[src/sbc_irq_pkg.sv]
// Register map, field positions and reset values of the interrupt flag block.
// Assumes an 8-bit register address space shared with the serial register port.
package sbc_irq_pkg;
  localparam logic [7:0] OFF_GLOBAL = 8'h50;
  localparam logic [7:0] OFF_WAKE_WD_FLAGS = 8'h51;
  localparam logic [7:0] OFF_SUPPLY_FLAGS = 8'h52;
  localparam logic [7:0] OFF_SERIAL_FLAGS = 8'h53;
  localparam logic [7:0] OFF_BUS_FAULT_FLAGS = 8'h54;
  localparam logic [7:0] OFF_WAKE_WD_MASK = 8'h56;
  localparam logic [7:0] OFF_SUPPLY_MASK = 8'h57;

  localparam logic [7:0] RST_WAKE_WD_FLAGS = 8'h00;
  localparam logic [7:0] RST_SUPPLY_FLAGS = 8'h40;
  localparam logic [7:0] RST_SERIAL_FLAGS = 8'h00;
  localparam logic [7:0] RST_BUS_FAULT_FLAGS = 8'h00;
  localparam logic [7:0] RST_WAKE_WD_MASK = 8'hF3;
  localparam logic [7:0] RST_SUPPLY_MASK = 8'h3F;
  localparam logic [7:0] RDATA_NONE = 8'h00;

  // Implemented bits; all others ignore writes and read zero, but reset sets some reserved mask bits
  localparam logic [7:0] VALID_WAKE_WD = 8'hF5;
  localparam logic [7:0] VALID_SUPPLY_FLAGS = 8'h77;
  localparam logic [7:0] VALID_SERIAL = 8'h80;
  localparam logic [7:0] VALID_BUS_FAULT = 8'h3F;
  localparam logic [7:0] VALID_WAKE_WD_MASK = 8'hF5;
  localparam logic [7:0] VALID_SUPPLY_MASK = 8'h37;

  localparam int B_WATCHDOG = 7;
  localparam int B_BUS_WAKE = 6;
  localparam int B_LOCAL_WAKE = 5;
  localparam int B_WAKE_ERROR = 4;
  localparam int B_BUS_SILENT = 2;
  localparam int B_STUCK_DOMINANT = 0;

  localparam int B_POWER_ON = 6;
  localparam int B_REG_OVERVOLT = 5;
  localparam int B_SUPPLY_UNDERVOLT = 4;
  localparam int B_REG_UNDERVOLT = 2;
  localparam int B_THERMAL_SHUTDOWN = 1;
  localparam int B_THERMAL_WARNING = 0;

  localparam int B_SERIAL_ERROR = 7;

  localparam int B_LINES_SHORTED = 5;
  localparam int B_HIGH_BATTERY = 4;
  localparam int B_LOW_GROUND = 3;
  localparam int B_BUS_OPEN = 2;
  localparam int B_BUS_GROUND = 1;
  localparam int B_BUS_BATTERY = 0;

  localparam int B_SUM_ANY = 7;
  localparam int B_SUM_WAKE_WD = 6;
  localparam int B_SUM_SUPPLY = 5;
  localparam int B_SUM_SERIAL = 4;
  localparam int B_SUM_BUS_FAULT = 3;
endpackage

[src/sbc_interrupt_flags_masks.sv]
// Interrupt flag and mask registers of the system basis chip.
// Assumes event inputs are one-cycle pulses from units on sys_clk, and a register
// port on sys_clk where a write or read lasts one cycle.
`timescale 1ns/1ps
`default_nettype none
module sbc_interrupt_flags_masks (
  input wire logic sys_clk,
  input wire logic reset_n,
  input wire logic [7:0] reg_addr,
  input wire logic reg_wr,
  input wire logic [7:0] reg_wdata,
  input wire logic reg_rd,
  output logic [7:0] reg_rdata,
  output logic irq_out,
  input wire logic watchdog_error_event,
  input wire logic bus_wake_event,
  input wire logic local_wake_event,
  input wire logic selective_wake_timer_expired,
  input wire logic bus_silent_event,
  input wire logic bus_stuck_dominant_event,
  input wire logic regulator_overvoltage_event,
  input wire logic supply_undervoltage_event,
  input wire logic regulator_undervoltage_event,
  input wire logic thermal_shutdown_event,
  input wire logic thermal_warning_event,
  input wire logic serial_error_status_set,
  input wire logic lines_shorted_event,
  input wire logic high_line_battery_event,
  input wire logic low_line_ground_event,
  input wire logic bus_open_event,
  input wire logic bus_ground_short_event,
  input wire logic high_line_ground_event,
  input wire logic bus_battery_short_event,
  input wire logic low_line_battery_event
);
  import sbc_irq_pkg::*;

  logic [7:0] wake_watchdog_flags;
  logic [7:0] supply_thermal_flags;
  logic [7:0] serial_error_flags;
  logic [7:0] bus_fault_flags;
  logic [7:0] wake_watchdog_flag_mask;
  logic [7:0] supply_thermal_flag_mask;
  logic [7:0] set_wake_wd;
  logic [7:0] set_supply;
  logic [7:0] set_serial;
  logic [7:0] set_bus_fault;
  logic [7:0] summary;
  logic [7:0] next_rdata;
  logic next_irq;

  // Set wins over a same-cycle clear so no event is lost
  function automatic logic [7:0] w1c_next(input logic [7:0] flags, input logic hit,
                                          input logic [7:0] wdata, input logic [7:0] set,
                                          input logic [7:0] valid);
    w1c_next = ((flags & ~(hit ? wdata : 8'h00)) | set) & valid;
  endfunction

  function automatic logic wr_hit(input logic [7:0] addr, input logic wr,
                                  input logic [7:0] offset);
    wr_hit = wr && (addr == offset);
  endfunction

  always_comb begin
    set_wake_wd = 8'h00;
    set_wake_wd[B_WATCHDOG] = watchdog_error_event;
    set_wake_wd[B_WAKE_ERROR] = selective_wake_timer_expired;
    set_wake_wd[B_BUS_WAKE] = bus_wake_event;
    set_wake_wd[B_LOCAL_WAKE] = local_wake_event;
    set_wake_wd[B_BUS_SILENT] = bus_silent_event;
    set_wake_wd[B_STUCK_DOMINANT] = bus_stuck_dominant_event;
  end

  always_comb begin
    set_supply = 8'h00;
    set_supply[B_REG_OVERVOLT] = regulator_overvoltage_event;
    set_supply[B_SUPPLY_UNDERVOLT] = supply_undervoltage_event;
    set_supply[B_REG_UNDERVOLT] = regulator_undervoltage_event;
    set_supply[B_THERMAL_SHUTDOWN] = thermal_shutdown_event;
    set_supply[B_THERMAL_WARNING] = thermal_warning_event;
  end

  always_comb begin
    set_serial = 8'h00;
    set_serial[B_SERIAL_ERROR] = serial_error_status_set;
  end

  always_comb begin
    set_bus_fault = 8'h00;
    set_bus_fault[B_LINES_SHORTED] = lines_shorted_event;
    set_bus_fault[B_HIGH_BATTERY] = high_line_battery_event;
    set_bus_fault[B_LOW_GROUND] = low_line_ground_event;
    set_bus_fault[B_BUS_OPEN] = bus_open_event;
    set_bus_fault[B_BUS_GROUND] = bus_ground_short_event | high_line_ground_event;
    set_bus_fault[B_BUS_BATTERY] = bus_battery_short_event | low_line_battery_event;
  end

  always_ff @(posedge sys_clk or negedge reset_n) begin
    if (!reset_n) begin
      wake_watchdog_flags <= RST_WAKE_WD_FLAGS;
    end else begin
      wake_watchdog_flags <= w1c_next(wake_watchdog_flags,
        wr_hit(reg_addr, reg_wr, OFF_WAKE_WD_FLAGS), reg_wdata, set_wake_wd, VALID_WAKE_WD);
    end
  end

  always_ff @(posedge sys_clk or negedge reset_n) begin
    if (!reset_n) begin
      supply_thermal_flags <= RST_SUPPLY_FLAGS;
    end else begin
      supply_thermal_flags <= w1c_next(supply_thermal_flags,
        wr_hit(reg_addr, reg_wr, OFF_SUPPLY_FLAGS), reg_wdata, set_supply, VALID_SUPPLY_FLAGS);
    end
  end

  always_ff @(posedge sys_clk or negedge reset_n) begin
    if (!reset_n) begin
      serial_error_flags <= RST_SERIAL_FLAGS;
    end else begin
      serial_error_flags <= w1c_next(serial_error_flags,
        wr_hit(reg_addr, reg_wr, OFF_SERIAL_FLAGS), reg_wdata, set_serial, VALID_SERIAL);
    end
  end

  always_ff @(posedge sys_clk or negedge reset_n) begin
    if (!reset_n) begin
      bus_fault_flags <= RST_BUS_FAULT_FLAGS;
    end else begin
      // Valid mask keeps bits 7:6 at zero
      bus_fault_flags <= w1c_next(bus_fault_flags,
        wr_hit(reg_addr, reg_wr, OFF_BUS_FAULT_FLAGS), reg_wdata, set_bus_fault, VALID_BUS_FAULT);
    end
  end

  always_ff @(posedge sys_clk or negedge reset_n) begin
    if (!reset_n) begin
      wake_watchdog_flag_mask <= RST_WAKE_WD_MASK;
    end else if (wr_hit(reg_addr, reg_wr, OFF_WAKE_WD_MASK)) begin
      wake_watchdog_flag_mask <= reg_wdata & VALID_WAKE_WD_MASK;
    end
  end

  always_ff @(posedge sys_clk or negedge reset_n) begin
    if (!reset_n) begin
      supply_thermal_flag_mask <= RST_SUPPLY_MASK;
    end else if (wr_hit(reg_addr, reg_wr, OFF_SUPPLY_MASK)) begin
      supply_thermal_flag_mask <= reg_wdata & VALID_SUPPLY_MASK;
    end
  end

  always_comb begin
    summary = 8'h00;
    summary[B_SUM_WAKE_WD] = |wake_watchdog_flags;
    summary[B_SUM_SUPPLY] = |supply_thermal_flags;
    summary[B_SUM_SERIAL] = |serial_error_flags;
    summary[B_SUM_BUS_FAULT] = |bus_fault_flags;
    summary[B_SUM_ANY] = summary[B_SUM_WAKE_WD] | summary[B_SUM_SUPPLY] |
                         summary[B_SUM_SERIAL] | summary[B_SUM_BUS_FAULT];
  end

  always_comb begin
    unique case (reg_addr)
      OFF_GLOBAL: next_rdata = summary;
      OFF_WAKE_WD_FLAGS: next_rdata = wake_watchdog_flags;
      OFF_SUPPLY_FLAGS: next_rdata = supply_thermal_flags;
      OFF_SERIAL_FLAGS: next_rdata = serial_error_flags;
      OFF_BUS_FAULT_FLAGS: next_rdata = bus_fault_flags;
      OFF_WAKE_WD_MASK: next_rdata = wake_watchdog_flag_mask;
      OFF_SUPPLY_MASK: next_rdata = supply_thermal_flag_mask;
      default: next_rdata = RDATA_NONE;
    endcase
  end

  // Read data holds until the next read
  always_ff @(posedge sys_clk or negedge reset_n) begin
    if (!reset_n) begin
      reg_rdata <= RDATA_NONE;
    end else if (reg_rd) begin
      reg_rdata <= next_rdata;
    end
  end

  // Serial and bus-fault masks live elsewhere, so those groups pass unmasked;
  // power-on has no enable and never raises the output
  always_comb begin
    next_irq = |(wake_watchdog_flags & wake_watchdog_flag_mask) |
               |(supply_thermal_flags & supply_thermal_flag_mask) |
               |serial_error_flags | |bus_fault_flags;
  end

  always_ff @(posedge sys_clk or negedge reset_n) begin
    if (!reset_n) begin
      irq_out <= 1'b0;
    end else begin
      irq_out <= next_irq;
    end
  end
endmodule
`default_nettype wire

[config.mk]
export PLATFORM = sky130hd
export DESIGN_NAME = sbc_interrupt_flags_masks
export DESIGN_NICKNAME = d
export VERILOG_FILES = /design/src/sbc_irq_pkg.sv /design/src/sbc_interrupt_flags_masks.sv
export SDC_FILE = /design/constraint.sdc
export NUM_CORES = 1
export LEC_CHECK = 0
export BUFFER_PORTS_ARGS = -buffer_cell sky130_fd_sc_hd__buf_2
export CORE_AREA = 4 4 56 84
export DETAILED_ROUTE_END_ITERATION = 8
export DIE_AREA = 0 0 60 88
export PLACE_DENSITY = 0.79
export SLEW_MARGIN = 15
export SYNTH_ARGS = -nofsm -noshare
export SYNTH_HDL_FRONTEND = slang
export SYNTH_SLANG_ARGS = --single-unit
[constraint.sdc]
create_clock -name sys_clk -period 2.3 [get_ports sys_clk]
set_input_delay 0.115 -clock sys_clk [delete_from_list [all_inputs] [get_ports sys_clk]]
set_output_delay 0.115 -clock sys_clk [all_outputs]
set_load 0.05 [all_outputs]
==> results.toml <==
[outcome]
run_status = "finished clean"

[die]
core.rowCount = 28
die-area_mm2 = 0.005280
start_util = 0.5456
design.portCount = 49
die_w_um = 60
core_area_mm2 = 0.003924
die_h_um = 88

[final_layout]
drive_gt1_frac = 0.3504
final_util = 0.6853
final_nets = 293
fillerInstances = 310
final_cell_count_no_fill = 299
multi_input_comb_area_mm2 = 0.001049
syn2layout_area_growth_pct = 25.60
seqCellArea_mm2 = 0.001042
antenna_cells_inserted = 0

[clock_tree]
cts-buffers-inserted = 5
clock_tree.root_cell = "clkbuf_8"
number_of_sinks_driven_by_the_clock_tree = 41
cts_tree = "yes"
postCtsSetupBuffers = 0
h_tree_depth = 2
cts_max_path_buffers = 2
clk_latency_ns = 0.30
cts_resized = 0
clkTransAtPathRegs_ns = 0.08

[synthesis]
synth_largest_type_area_fraction = 0.3273
synth_area_per_cell_um2 = 11.45
synth-warning-count = 0
synthArstFlopShare = 1.000
synth_common_cells = "28 x dfrtp_1, 23 x nand2_1, 16 x a21o_1"
number_of_flip_flops_and_latches_in_the_synthesized_netlist = 41
netlist_top_cells_area = "dfrtp_1 33%, dfstp_2 16%, mux2_4 7.7%"
mappedNetlistArea_mm2 = 0.002141
synth-seq-area-share = 0.4868
synthDistinctLibCells = 44
synth_nets = 227
synthMostInstantiatedCell = "dfrtp_1"
ys_dominant_reg_cell = "dfrtp_1"
post-synth-top-area-cell = "dfrtp_1"
synth_enable_flop_cells = 0
number_of_cells_produced_by_synthesis = 187

[drt]
drt-wirelength-per-cell_um = 19.16
final_antenna_net_count = 0
vias_per_cell = 6.047
remaining_drc_errors = 0
drt-pass1-iter-count = 4
drt_first_iter_violations = 88
num_vias = 1808
wl_mm = 5.728

[critical_path]
worst-path-buf-inv = 0
worst_setup_path_start_kind = "flip-flop"
critPathTopFamily = "compound AO/OA/AOI/OAI gates"
critical-path-max-stage-delay_ns = 0.42
regToRegEndpoint = "reg_rdata[7]$_DFFE_PN0P_"
worst_r2r_path_depth = 4
criticalPathCategory = "flip-flop to flip-flop"
crit_slowest_cell = "dfrtp_1"
worst-path-max-fanout = 3
setup.worst_path.end_class = "flip-flop"
cp_cell_sequence = "nor4_1 > nand2_1 > o311a_1 > a221o_1"
critical_path_required_ns = 2.49
crit_arrival_ns = 1.87
worst-r2r-setup-slack_ns = 0.62
critical_path.reg2reg.startpoint = "bus_fault_flags[2]$_DFF_PN0_"

[pwr]
power-per-cell-area_mw_per_mm2 = 559.9
p_leak_uw = 0.001085
report.power.total_uw = 1506
worst_vdd_drop_mv = 0.7030

[global_routing]
track_usage = 0.2384
grt_remaining_overflow = 0
grt_pass1_vias = 1841
grt_max_degree = 42
antenna_found_initial = 0
grt_pass1_wl_mm = 9.163

[place]
dp_worst_setup_slack_ns = 0.6077
gpl.final_weighted_congestion = 0.8977
place.port_buffers = 48
cell_count_after_placement = 275
detailedPlacementHpwl_mm = 3.938

[timing]
finalCritPeriodShare = 0.7287
relSlewSlack = 0.3990
clock-skew-final_ns = 0.007985
setup_slack_ns = 0.6240
rsz0062_at_grt = "false"
clock.fmax_mhz = 596.7
timing.final.setup_violations = 0
fin_tns_setup_ns = 0
number_of_max_slew_violations_in_the_final_report = 0
worst-slew-pin-transition_ns = 0.9014
final_hold_viol_count = 0
layout_min_cycle_time_ns = 1.676

[job]
cap_viol_max_count = 0

[worst_hold_path]
worstHoldStart = "watchdog_error_event"
min-delay-path-class = "input port to flip-flop"
hold_end = "wake_watchdog_flags[7]$_DFF_PN0_"
hold_path_depth = 2
-- area by class of cell --
class,count,share of cell area
Multi-Input combinational cell,136,0.3900
Sequential cell,41,0.3876
Timing Repair Buffer,67,0.1573
Clock buffer,6,0.02699
Tap cell,45,0.02094
Clock inverter,2,0.01443
Inverter,2,0.002792
-- layout by cell type, fill, tap and decap left out, drive strengths merged, types with 7 or more instances in the layout --
cell type,instances
buf,51
dfrtp,28
nand2,24
a21o,16
dlygate4sd3,16
dfstp,13
mux2,11
nor2,7
nor4,7
-- worst max path at each step --
stage                                           start                                      end  slack [ns]  cells after the start
floorplan           supply_thermal_flags[1]$_DFF_PN0_                 reg_rdata[7]$_DFFE_PN0P_        0.82                      4
global placement                          reg_addr[3]  supply_thermal_flag_mask[4]$_DFFE_PN1P_        0.63                      5
detailed placement                        reg_addr[1]             bus_fault_flags[1]$_DFF_PN0_        0.61                      5
CTS                 supply_thermal_flags[1]$_DFF_PN0_                 reg_rdata[7]$_DFFE_PN0P_        0.64                      4
global route        supply_thermal_flags[1]$_DFF_PN0_                 reg_rdata[7]$_DFFE_PN0P_        0.47                      4
finish                   bus_fault_flags[2]$_DFF_PN0_                 reg_rdata[7]$_DFFE_PN0P_        0.62                      4
-- per-layer routing --
metal / GRT usage / part of all wire
met1: 0.2907 / 0.38
met2: 0.4193 / 0.56
met3: 0.03687 / 0.054
met4: 0.07863 / 0.010
met5: 0 / 0
-- per-stage QoR --
stage                     hold slack (ns)  area (um^2)
after floorplan                   -0.1806         2141
after global placement             0.2854         2417
after detailed placement           0.2881         2417
after CTS                      0.00003020         2689
after global routing             0.005827         2689
final                            0.001403         2689
-- report_power, final --
part / total [uW] / internal (uW) / switching [uW]
logic: 176 / 83.6 / 92.4
registers: 750 / 739 / 11.0
clock network: 580 / 326 / 254
total: 1510 / 1150 / 358
-- cell families after synthesis --
logic type | synth area share
buffers and inverters | 0.02338
multiplexers | 0.1052
AND/OR/NAND/NOR | 0.2010
AO/OA/AOI/OAI | 0.1835
flip-flops | 0.4868
-- timing repair --
item	CTS	global route
hold buffers	16	0
endpoints found under the setup margin	0	0
hold endpoints to repair	43	0
-- registers in the layout (all words and copies together), names as in the netlist --
signal                    cells
bus_fault_flags               6
irq_out                       1
reg_rdata                     8
serial_error_flags            1
supply_thermal_flag_mask      6
supply_thermal_flags          6
wake_watchdog_flag_mask       7
wake_watchdog_flags           6
No activity file was read; power rests on OpenSTA's default activity.
